`config.mk`:
```
export PLATFORM = sky130hd
export DESIGN_NAME = otf_regs
export DESIGN_NICKNAME = d
export VERILOG_FILES = /design/src/common/otf_pkg.sv /design/src/otf_regs.sv /design/src/otf_sync2.sv
export SDC_FILE = /design/constraint.sdc
export NUM_CORES = 1
export LEC_CHECK = 0
export ABC_CLOCK_PERIOD_IN_PS = 2900
export BUFFER_PORTS_ARGS = -buffer_cell sky130_fd_sc_hd__clkbuf_2
export CAP_MARGIN = 10
export CORE_MARGIN = 5
export CORE_UTILIZATION = 25
export DETAILED_ROUTE_END_ITERATION = 16
export HOLD_SLACK_MARGIN = 0.03
export MAX_ROUTING_LAYER = met4
export SETUP_SLACK_MARGIN = 0.2
export SYNTH_ARGS = -nofsm -noshare
export SYNTH_HDL_FRONTEND = slang
export SYNTH_HIERARCHICAL = 1
export SYNTH_SLANG_ARGS = --single-unit
```
`constraint.sdc`:
```
create_clock -name CLOCK -period 2.9 [get_ports CLOCK]
set_clock_uncertainty 0.2 [all_clocks]
set_input_delay 0.145 -clock CLOCK [delete_from_list [all_inputs] [get_ports CLOCK]]
set_output_delay 0.145 -clock CLOCK [all_outputs]
set_load 0.01 [all_outputs]
```
`src/common/otf_pkg.sv`:
```
// Package for the offset trim and offset filter register bank.
// Assumes a 32-bit AXI4-Lite register port, one word per register.
package otf_pkg;
  // ==========================================================
  // Register indices; the byte address is four times the index
  localparam logic [11:0] OTF_IDX_TRIM_B_IN_A = 12'h092;
  localparam logic [11:0] OTF_IDX_TRIM_B_IN_B = 12'h094;
  localparam logic [11:0] OTF_IDX_FILT_LO = 12'h097;
  localparam logic [11:0] OTF_IDX_FILT_HI = 12'h098;
  localparam logic [11:0] OTF_IDX_CAL_CTRL = 12'h0A0;
  localparam logic [11:0] OTF_IDX_CAL_STAT = 12'h0A1;
  localparam int OTF_ADDR_W = 14;
  // ==========================================================
  // Fields and reset values
  localparam int OTF_TRIM_W = 12;
  localparam int OTF_RSVD_W = 4;
  localparam logic [3:0] OTF_RSVD_RESET = 4'h0;
  localparam logic [7:0] OTF_FILT_LO_RESET = 8'h00;
  localparam logic [7:0] OTF_FILT_HI_RESET = 8'h33;
  localparam int OTF_DC_KEEP_BIT = 0;
  localparam int OTF_BW_LSB = 4;
  localparam logic [3:0] OTF_BW_MIN = 4'h1;
  localparam logic [3:0] OTF_BW_MAX = 4'h5;
  // Control register bits
  localparam int OTF_CTL_BG = 0;
  localparam int OTF_CTL_BGOS = 1;
  localparam int OTF_CTL_OS = 2;
  localparam int OTF_CTL_FILT = 3;
  localparam int OTF_CTL_W = 4;
  // Status register bits
  localparam int OTF_ST_FG_BUSY = 0;
  localparam int OTF_ST_FG_COMPLETE = 1;
  localparam int OTF_ST_PAUSED = 2;
  localparam int OTF_ST_WR_BLOCKED = 3;
  localparam int OTF_ST_RD_UNSAFE = 4;
  localparam int OTF_ST_W = 5;
  // AXI responses
  localparam logic [1:0] OTF_RESP_OKAY = 2'h0;
  localparam logic [1:0] OTF_RESP_SLVERR = 2'h2;
  // Write slave states
  typedef enum logic [2:0] {
    OTF_W_IDLE = 3'b001,
    OTF_W_GOT = 3'b010,
    OTF_W_RESP = 3'b100
  } otf_wstate_t;
endpackage

```
`src/otf_regs.sv`:
```
// Offset trim and offset filter register bank, AXI4-Lite slave.
// Assumes the calibration engine supplies its flags and factory trims.
//
// Contract
// - Hold 12-bit trim for input A
// - Hold 12-bit trim for input B
// - Trim bits 15..12 read-write, reset zero
// - Trims load factory values at reset
// - Filter control low reset zero, spare bits
// - Keep-DC set removes only bank mismatch
// - Keep-DC clear removes all DC
// - Keep-DC only matters with filter enabled
// - Filter control high resets to 0x33
// - Upper nibble selects IIR bandwidth 1..5
`timescale 1ns/1ns
module otf_regs
  import otf_pkg::*;
(
  // Clock and reset
  input wire logic CLOCK,
  input wire logic RSTN,
  // Factory trims
  input wire logic [otf_pkg::OTF_TRIM_W-1:0] FACTORY_TRIM_INPUT_A,
  input wire logic [otf_pkg::OTF_TRIM_W-1:0] FACTORY_TRIM_INPUT_B,
  // Calibration engine flags, asynchronous
  input wire logic FG_CAL_BUSY,
  input wire logic FOREGROUND_CAL_DONE,
  input wire logic BACKGROUND_CAL_PAUSED,
  // Trim, filter and calibration-enable settings to datapath
  output logic [otf_pkg::OTF_TRIM_W-1:0] TRIM_INPUT_A,
  output logic [otf_pkg::OTF_TRIM_W-1:0] TRIM_INPUT_B,
  output logic FILTER_ACTIVE,
  output logic FILTER_KEEP_NEAR_DC,
  output logic [3:0] FILTER_BANDWIDTH_SELECT,
  output logic FILTER_BW_VALID,
  output logic BACKGROUND_CAL_ENABLE,
  output logic BACKGROUND_OFFSET_CAL_ENABLE,
  output logic OFFSET_CAL_ENABLE,
  // AXI4-Lite write address
  input wire logic [otf_pkg::OTF_ADDR_W-1:0] AWADDR,
  input wire logic AWVALID,
  output logic AWREADY,
  // AXI4-Lite write data
  input wire logic [31:0] WDATA,
  input wire logic [3:0] WSTRB,
  input wire logic WVALID,
  output logic WREADY,
  // AXI4-Lite write response
  output logic [1:0] BRESP,
  output logic BVALID,
  input wire logic BREADY,
  // AXI4-Lite read address
  input wire logic [otf_pkg::OTF_ADDR_W-1:0] ARADDR,
  input wire logic ARVALID,
  output logic ARREADY,
  // AXI4-Lite read data
  output logic [31:0] RDATA,
  output logic [1:0] RRESP,
  output logic RVALID,
  input wire logic RREADY
);
  import otf_pkg::*;

  // ==========================================================
  // Flag synchronisers
  logic [2:0] flags_s;
  logic fg_busy_s;
  logic foreground_cal_done_s;
  logic paused_s;

  otf_sync2 #(.WIDTH(3)) u_sync (
    .clk(CLOCK),
    .rst_n(RSTN),
    .async_in({BACKGROUND_CAL_PAUSED, FOREGROUND_CAL_DONE, FG_CAL_BUSY}),
    .sync_out(flags_s)
  );
  assign fg_busy_s = flags_s[0];
  assign foreground_cal_done_s = flags_s[1];
  assign paused_s = flags_s[2];

  // ==========================================================
  // Register state
  logic [15:0] trim_a_q, trim_a_d;
  logic [15:0] trim_b_q, trim_b_d;
  logic [7:0] filt_lo_q, filt_lo_d;
  logic [7:0] filt_hi_q, filt_hi_d;
  logic [OTF_CTL_W-1:0] ctl_q, ctl_d;
  logic loaded_q, loaded_d;
  logic wr_blocked;
  logic rd_unsafe;
  logic [OTF_ST_W-1:0] status;

  // Write guard reported to software; the bank itself still accepts writes
  assign wr_blocked = fg_busy_s | (ctl_q[OTF_CTL_BG] & ctl_q[OTF_CTL_BGOS]);
  assign rd_unsafe = (ctl_q[OTF_CTL_OS] & ~ctl_q[OTF_CTL_BGOS] & ~foreground_cal_done_s)
    | (ctl_q[OTF_CTL_BG] & ctl_q[OTF_CTL_BGOS] & ~paused_s);

  always_comb
  begin
    status = '0;
    status[OTF_ST_FG_BUSY] = fg_busy_s;
    status[OTF_ST_FG_COMPLETE] = foreground_cal_done_s;
    status[OTF_ST_PAUSED] = paused_s;
    status[OTF_ST_WR_BLOCKED] = wr_blocked;
    status[OTF_ST_RD_UNSAFE] = rd_unsafe;
  end

  // ==========================================================
  // Write channel
  otf_wstate_t wst_q, wst_d;
  logic [OTF_ADDR_W-1:0] waddr_q, waddr_d;
  logic [31:0] wdata_q, wdata_d;
  logic [3:0] wstrb_q, wstrb_d;
  logic aw_have_q, aw_have_d;
  logic w_have_q, w_have_d;
  logic awready_q, awready_d;
  logic wready_q, wready_d;
  logic bvalid_q, bvalid_d;
  logic [1:0] bresp_q, bresp_d;
  logic [OTF_ADDR_W-3:0] widx;

  assign widx = waddr_q[OTF_ADDR_W-1:2];

  // Merge byte lanes so a partial write keeps the untouched bytes
  function automatic logic [15:0] otf_merge16(logic [15:0] old, logic [31:0] d,
                                              logic [3:0] s);
    logic [15:0] r;
    r = old;
    if (s[0])
      r[7:0] = d[7:0];
    if (s[1])
      r[15:8] = d[15:8];
    return r;
  endfunction

  always_comb
  begin
    wst_d = wst_q;
    waddr_d = waddr_q;
    wdata_d = wdata_q;
    wstrb_d = wstrb_q;
    aw_have_d = aw_have_q;
    w_have_d = w_have_q;
    awready_d = awready_q;
    wready_d = wready_q;
    bvalid_d = bvalid_q;
    bresp_d = bresp_q;
    trim_a_d = trim_a_q;
    trim_b_d = trim_b_q;
    filt_lo_d = filt_lo_q;
    filt_hi_d = filt_hi_q;
    ctl_d = ctl_q;
    loaded_d = 1'b1;
    if (!loaded_q)
    begin
      trim_a_d = {OTF_RSVD_RESET, FACTORY_TRIM_INPUT_A};
      trim_b_d = {OTF_RSVD_RESET, FACTORY_TRIM_INPUT_B};
    end
    case (wst_q)
      OTF_W_IDLE:
      begin
        if (AWVALID && awready_q)
        begin
          waddr_d = AWADDR;
          aw_have_d = 1'b1;
          awready_d = 1'b0;
        end
        if (WVALID && wready_q)
        begin
          wdata_d = WDATA;
          wstrb_d = WSTRB;
          w_have_d = 1'b1;
          wready_d = 1'b0;
        end
        if ((aw_have_q || (AWVALID && awready_q)) && (w_have_q || (WVALID && wready_q)))
          wst_d = OTF_W_GOT;
      end
      OTF_W_GOT:
      begin
        bresp_d = OTF_RESP_OKAY;
        if (widx == OTF_IDX_TRIM_B_IN_A)
          trim_a_d = otf_merge16(trim_a_q, wdata_q, wstrb_q);
        else if (widx == OTF_IDX_TRIM_B_IN_B)
          trim_b_d = otf_merge16(trim_b_q, wdata_q, wstrb_q);
        else if (widx == OTF_IDX_FILT_LO)
        begin
          if (wstrb_q[0])
            filt_lo_d = wdata_q[7:0];
        end
        else if (widx == OTF_IDX_FILT_HI)
        begin
          if (wstrb_q[0])
            filt_hi_d = wdata_q[7:0];
        end
        else if (widx == OTF_IDX_CAL_CTRL)
        begin
          if (wstrb_q[0])
            ctl_d = wdata_q[OTF_CTL_W-1:0];
        end
        else if (widx == OTF_IDX_CAL_STAT)
          bresp_d = OTF_RESP_OKAY;
        else
          bresp_d = OTF_RESP_SLVERR;
        bvalid_d = 1'b1;
        wst_d = OTF_W_RESP;
      end
      OTF_W_RESP:
      begin
        if (BREADY)
        begin
          bvalid_d = 1'b0;
          aw_have_d = 1'b0;
          w_have_d = 1'b0;
          awready_d = 1'b1;
          wready_d = 1'b1;
          wst_d = OTF_W_IDLE;
        end
      end
      default:
        wst_d = OTF_W_IDLE;
    endcase
  end

  always_ff @(posedge CLOCK)
  begin
    if (!RSTN)
    begin
      wst_q <= OTF_W_IDLE;
      waddr_q <= '0;
      wdata_q <= '0;
      wstrb_q <= '0;
      aw_have_q <= 1'b0;
      w_have_q <= 1'b0;
      awready_q <= 1'b1;
      wready_q <= 1'b1;
      bvalid_q <= 1'b0;
      bresp_q <= OTF_RESP_OKAY;
      trim_a_q <= '0;
      trim_b_q <= '0;
      filt_lo_q <= OTF_FILT_LO_RESET;
      filt_hi_q <= OTF_FILT_HI_RESET;
      ctl_q <= '0;
      loaded_q <= 1'b0;
    end
    else
    begin
      wst_q <= wst_d;
      waddr_q <= waddr_d;
      wdata_q <= wdata_d;
      wstrb_q <= wstrb_d;
      aw_have_q <= aw_have_d;
      w_have_q <= w_have_d;
      awready_q <= awready_d;
      wready_q <= wready_d;
      bvalid_q <= bvalid_d;
      bresp_q <= bresp_d;
      trim_a_q <= trim_a_d;
      trim_b_q <= trim_b_d;
      filt_lo_q <= filt_lo_d;
      filt_hi_q <= filt_hi_d;
      ctl_q <= ctl_d;
      loaded_q <= loaded_d;
    end
  end

  // ==========================================================
  // Read channel
  logic arready_q, arready_d;
  logic rvalid_q, rvalid_d;
  logic [31:0] rdata_q, rdata_d;
  logic [1:0] rresp_q, rresp_d;
  logic [OTF_ADDR_W-3:0] ridx;

  assign ridx = ARADDR[OTF_ADDR_W-1:2];

  always_comb
  begin
    arready_d = arready_q;
    rvalid_d = rvalid_q;
    rdata_d = rdata_q;
    rresp_d = rresp_q;
    if (rvalid_q)
    begin
      if (RREADY)
      begin
        rvalid_d = 1'b0;
        arready_d = 1'b1;
      end
    end
    else if (ARVALID && arready_q)
    begin
      arready_d = 1'b0;
      rvalid_d = 1'b1;
      rresp_d = OTF_RESP_OKAY;
      rdata_d = '0;
      if (ridx == OTF_IDX_TRIM_B_IN_A)
        rdata_d[15:0] = trim_a_q;
      else if (ridx == OTF_IDX_TRIM_B_IN_B)
        rdata_d[15:0] = trim_b_q;
      else if (ridx == OTF_IDX_FILT_LO)
        rdata_d[7:0] = filt_lo_q;
      else if (ridx == OTF_IDX_FILT_HI)
        rdata_d[7:0] = filt_hi_q;
      else if (ridx == OTF_IDX_CAL_CTRL)
        rdata_d[OTF_CTL_W-1:0] = ctl_q;
      else if (ridx == OTF_IDX_CAL_STAT)
        rdata_d[OTF_ST_W-1:0] = status;
      else
        rresp_d = OTF_RESP_SLVERR;
    end
  end

  always_ff @(posedge CLOCK)
  begin
    if (!RSTN)
    begin
      arready_q <= 1'b1;
      rvalid_q <= 1'b0;
      rdata_q <= '0;
      rresp_q <= OTF_RESP_OKAY;
    end
    else
    begin
      arready_q <= arready_d;
      rvalid_q <= rvalid_d;
      rdata_q <= rdata_d;
      rresp_q <= rresp_d;
    end
  end

  // ==========================================================
  // Datapath settings, all registered
  logic [15:0] set_d, set_q;
  logic [3:0] bw;

  assign bw = filt_hi_q[OTF_BW_LSB +: 4];

  always_comb
  begin
    set_d = '0;
    set_d[15:4] = '0;
    set_d[0] = ctl_q[OTF_CTL_FILT];
    // Keep-DC is masked off when filtering is not enabled
    set_d[1] = ctl_q[OTF_CTL_FILT] & filt_lo_q[OTF_DC_KEEP_BIT];
    set_d[2] = (bw >= OTF_BW_MIN) && (bw <= OTF_BW_MAX);
    set_d[6:3] = bw;
    set_d[7] = ctl_q[OTF_CTL_BG];
    set_d[8] = ctl_q[OTF_CTL_BGOS];
    set_d[9] = ctl_q[OTF_CTL_OS];
  end

  always_ff @(posedge CLOCK)
  begin
    if (!RSTN)
      set_q <= '0;
    else
      set_q <= set_d;
  end

  assign TRIM_INPUT_A = trim_a_q[OTF_TRIM_W-1:0];
  assign TRIM_INPUT_B = trim_b_q[OTF_TRIM_W-1:0];
  assign FILTER_ACTIVE = set_q[0];
  assign FILTER_KEEP_NEAR_DC = set_q[1];
  assign FILTER_BW_VALID = set_q[2];
  assign FILTER_BANDWIDTH_SELECT = set_q[6:3];
  assign BACKGROUND_CAL_ENABLE = set_q[7];
  assign BACKGROUND_OFFSET_CAL_ENABLE = set_q[8];
  assign OFFSET_CAL_ENABLE = set_q[9];
  assign AWREADY = awready_q;
  assign WREADY = wready_q;
  assign BVALID = bvalid_q;
  assign BRESP = bresp_q;
  assign ARREADY = arready_q;
  assign RVALID = rvalid_q;
  assign RDATA = rdata_q;
  assign RRESP = rresp_q;
endmodule

```
`src/otf_sync2.sv`:
```
// Two-flop synchroniser for a bus of calibration-engine flags.
// Assumes the flags come from another clock domain and are levels.
`timescale 1ns/1ns
module otf_sync2 #(
  parameter int WIDTH = 3
)
(
  // Clock and reset
  input wire logic clk,
  input wire logic rst_n,
  // Flags
  input wire logic [WIDTH-1:0] async_in,
  output logic [WIDTH-1:0] sync_out
);
  logic [WIDTH-1:0] meta_q;
  logic [WIDTH-1:0] meta_d;
  logic [WIDTH-1:0] sync_q;
  logic [WIDTH-1:0] sync_d;

  always_comb
  begin
    meta_d = async_in;
    sync_d = meta_q;
  end

  always_ff @(posedge clk)
  begin
    if (!rst_n)
    begin
      meta_q <= '0;
      sync_q <= '0;
    end
    else
    begin
      meta_q <= meta_d;
      sync_q <= sync_d;
    end
  end

  assign sync_out = sync_q;
endmodule

```
# == Word-level counts from Yosys, hierarchy flattened ==
# Index checks and enable logic that the tools add are counted.
# classes
order_cmp,2
n_eq_ne,24
n_mux,51
bitwise_logic,15
reduce_logical,21
# ops
op,n
$eq A12 B8 Y1 const B,12
$mux W16,8
$mux W8,5
$mux W2,12
$mux W1,14
$reduce_and A2 Y1,6
$mux W5,2
$ne A2 B2 Y1 const B,5
$pmux W1 S2,5
$mux W3,3
$pmux W3 S3,1
$ne A4 B4 Y1 const B,2
$not A1 Y1,8
$reduce_and A7 Y1,1
$ne A3 B3 Y1 const B,2
$reduce_and A3 Y1,2
$reduce_and A6 Y1,1
$reduce_bool A2 Y1,3
$and A1 B1 Y1,5
$logic_and A1 B1 Y1,5
$reduce_and A5 Y1,1
$ge A4 B1 Y1 const B,1
$le A4 B3 Y1 const B,1
$mux W4,1
other kinds (5),7
# totals
reg_bits,131
input_bits,98
output_inout_bits,75
word_cells,138

# == Longest topological paths before layout ==
# logic_depth
word_depth,10
mapped_depth,7
mapped_depth_nobuf,5

# == Hierarchy ==
# The synthesis kept the hierarchy.
# by_module_without_submodules
module,instances,cells_each,area_per_inst_um2,seq_area_each_um2
otf_regs,1,658,5636.7,2422.3
otf_sync2,1,12,157.7,120.1

# == Worst setup path after synthesis ==
# Ideal clock, no wire load.
# synth_timing
path_kind,reg-to-reg
start,register waddr_q[10]
end,register trim_a_q[12]
setup_ps,137
t_arrival_ps,1904
required_ps,2563
path_slack_ps,658
path_stages_with_launch,7
n_path_buf,1
period_less_slack_ps,2242
cell_sequence,dfxtp_1 nor4_2 nand4b_4 nor4_2 buf_2 mux2i_1 o21ai_0
# synth_via
elab_chain_cells,3
elab_cells_between_ends,4
cone_classes,2 x eq/ne; 2 x mux
# synth_rtl
element,line_no,rtl
"start, declared",otf_regs.sv:111,"logic [OTF_ADDR_W-1:0] waddr_q, waddr_d;"
"start signal, assigned",otf_regs.sv:248,waddr_q <= waddr_d;
$eq A12 B8 Y1 *,otf_regs.sv:181,if (widx == OTF_IDX_TRIM_B_IN_A)
$mux W16,otf_regs.sv:181,
$mux W16,otf_regs.sv:159,case (wst_q)
"end signal, assigned",otf_regs.sv:257,trim_a_q <= trim_a_d;
"end, declared",otf_regs.sv:83,"logic [15:0] trim_a_q, trim_a_d;"
# Mark *: on every way between the ends. The rest lies on a longest branch, timed or not.
# A chain may end at the register's enable or synchronous reset.

# == Worst setup path after layout ==
# layout_timing
start,register wst_q[1]
end,register trim_a_q[11]
# layout_via
elab_chain_cells,2
elab_cells_between_ends,3
cone_classes,2 x eq/ne; 1 x mux
# layout_rtl
element,line_no,rtl
"start, declared",otf_regs.sv:110,"otf_wstate_t wst_q, wst_d;"
"start signal, assigned",otf_regs.sv:247,wst_q <= wst_d;
$eq A3 B2 Y1 *,otf_regs.sv:159,
$ne A3 B3 Y1 (no source line) / $mux W16 (equally long branches),-,
# Marks and branches as above.

==> out/qor.csv <==
metric;value;unit
status;complete, no violations;
category of the most critical setup path;reg -> reg;
Remaining DRCs;0;
maximum resistive drop on vdd;0.3877;mV
Slew Viols, Final;0;
Critical Path Stages;7;
total power;4.729;mW
via count;5443;
die area;26320;µm²
Routed WL;18.77;mm
area share of the largest cell type after synthesis;0.4388;
Worst R2R Setup Slack;430;ps
Clock Sinks;127;
actual slew at the worst max-slew pin;813.4;ps
Crit-path slowest cell;dfxtp_1;
GRT Util Overall;0.1444;
Tightest Hold Check Type;in -> reg;
sequential area share after synthesis;0.4388;
initial antenna violation count;0;
top post-synthesis cells by area;dfxtp_1 (44%), nand2_1 (7.5%), buf_4 (5.6%);
Root Driver;clkbuf_16;
Synth Cell Area;5794;µm²
wire per inst;16.56;µm
pin count of the biggest net entering global routing;81;
gpl congestion;0.7841;
min-delay src;ARADDR[6];
hold depth;5;
Post-DP HPWL;13.59;mm
Site Rows;55;
Top-Level Pins;173;
Remaining Overflow, GRT;0;
Yosys Warn Count;6;
CP bufs+invs;2;
pre-CTS setup slack;451.7;ps
TritonCTS buffer count;17;
Clock Latency Late Sink;420;ps
crit path from;wst_q[1]$_SDFFE_PN0P_;
first-pass GRT wire length;29.12;mm
1st-pass router iterations;5;
number of synthesized flops with an enable pin;0;
Starting Density;0.2552;
Leak;3.147;nW
Pwr Density;609.6;nW/µm²
most used cell, CP;buf_4;
period utilization;0.8533;
R2R cell count;7;
Slew headroom;0.4578;
Startpoint Class;flip-flop;
area delta synth->final;33.88;%
CTS tree;built;
Crit path required time;3060;ps
initial DRC count;425;
Finish-stage setup viols;0;
max-cap violations;0;
cells along the critical path;nor3b_4 -> nand4b_4 -> nor4_4 -> buf_4 -> mux2i_1 -> buf_4 -> o2111a_1;
Tmin final;2474;ps
Worst Path Max Fanout;29;
post-route setup slack;425.5;ps
Worst path max stage delay;390;ps
data arrival time of the worst path;2640;ps
Core Area;22710;µm²
Crit. End Element;flip-flop;
nets@finish;934;
syn_area_per_cell;8.648;µm²
die height;162.2;µm
most common cell in the synthesized netlist;dfxtp_1;
RSZ-0062 raised after global routing;false;
Max H-tree Level;4;
antenna cell count;0;
fraction of layout cells with a size suffix above 1;0.2367;
buffers added on ports;132;
Final Util;0.3416;
number of global-route vias before repair;5391;
die extent in x;162.2;µm
worst-case clock buffer depth;2;
r2r startpoint;wst_q[1]$_SDFFE_PN0P_;
Vias/cell;4.800;
Synth area leader;dfxtp_1;
Reg clk slew, reported paths;70;ps
Post-synth ARST share;0;
antenna-violating nets left;0;
Final Hold Fails;0;
Yosys reg bits;127;
Commonest cells post-synth;dfxtp_1 (127), nand2_1 (116), a21oi_1 (51), buf_4 (43), o21ai_0 (42);
Most used DFF post-synth;dfxtp_1;
Syn Inst Count;670;
Fin Setup TNS;0;ps
Netlist cell types;62;
Max Clk Rate;404.1;MHz
crit-path leading delay family;simple AND/OR/NAND/NOR gates;
## cell families after synthesis
group           synth area share
compound gates            0.1933
xor+xnor                0.001512
buf+inv                  0.08961
flops                     0.4388
mux                      0.03714
other cells            0.0006472
simple gates              0.2390
## flip-flops by register name, summed over array words and instances, names as in the netlist, 2 cells and up
name             cells
wdata_q             16
trim_a_q            16
wst_q                3
u_sync/meta_q        3
ctl_q                4
waddr_q             12
set_q               10
RDATA               16
u_sync/sync_out      3
wstrb_q              2
filt_lo_q            8
filt_hi_q            8
trim_b_q            16
## layout make-up
class | count | area [µm²]
clock buffer | 17 | 425.4
clock inverter | 15 | 150.1
fill | 2345 | 14950
inverter | 10 | 37.54
multi-input combinational | 467 | 2814
sequential | 127 | 2542
tap | 285 | 356.6
timing repair buffer | 213 | 1431
## path summary, 6_finish.rpt
| path | to |
|---|---|
| worst min-delay path | RDATA[3]$_SDFFE_PN0P_ |
| worst max register to register | trim_a_q[11]$_SDFFE_PN0P_ |
| worst max-delay path | trim_a_q[11]$_SDFFE_PN0P_ |
| worst min register to register | u_sync/sync_out[1]$_SDFF_PN0_ |
## worst min-delay path: cells and delay by family
family	cells	cell delay, ps
and+or+nand+nor	2	240
AOI/OAI and AO/OA	2	150
buffers and inverters	1	110
## power breakdown
part           switching, mW  leakage (nW)  internal (mW)  total [mW]
sequential             0.122          1.04           1.86        1.98
clock                  0.880         0.275           1.20        2.08
combinational          0.373          1.83          0.288       0.660
total                   1.37          3.15           3.35        4.73
## layout by cell type, fill, tap and decap left out, types with 6 or more instances in the layout
master         netlist  layout
a221oi_1            11      11
dlygate4sd3_1        0      65
nand2b_1             6       6
and2_1              10      10
o2111a_1            20      20
or3_1               20      20
buf_4               43      16
o21ai_0             42      42
nand4_1             10      10
nor2_1              34      34
and3_1               7       7
a21oi_1             51      51
conb_1               1      18
dfxtp_1            127     127
clkbuf_2             0     132
nand3b_1             6       6
nand2_1            116     116
nor2b_1              7       7
inv_1                9       9
clkbuf_16            0      17
nand3_1             12      12
mux2i_1             17      17
## per-layer routing
metal	part of all wire	global-route usage
met1	0.45	0.1811
met3	0.051	0.03527
met5	0	-
met4	0.0081	0.03691
met2	0.49	0.2342
## per-stage QoR
step,std cells,hold WS [ps],cell area [µm²]
5_1_grt,1134,110.8,7757
2_1_floorplan,687,-27.28,5858
3_5_place_dp,1037,178.9,6531
4_1_cts,1134,42.47,7757
6_report,1134,65.55,7757
3_3_place_gp,1037,176.0,6531
## what timing repair did
item / CTS / global route
endpoints found under the hold margin: 66 / 0
buffers inserted: 0 / 0
hold buffers: 65 / 0
endpoints found under the setup margin: 0 / 0
gates resized for setup: 0 / 0
No activity file was read; power rests on OpenSTA's default activity.
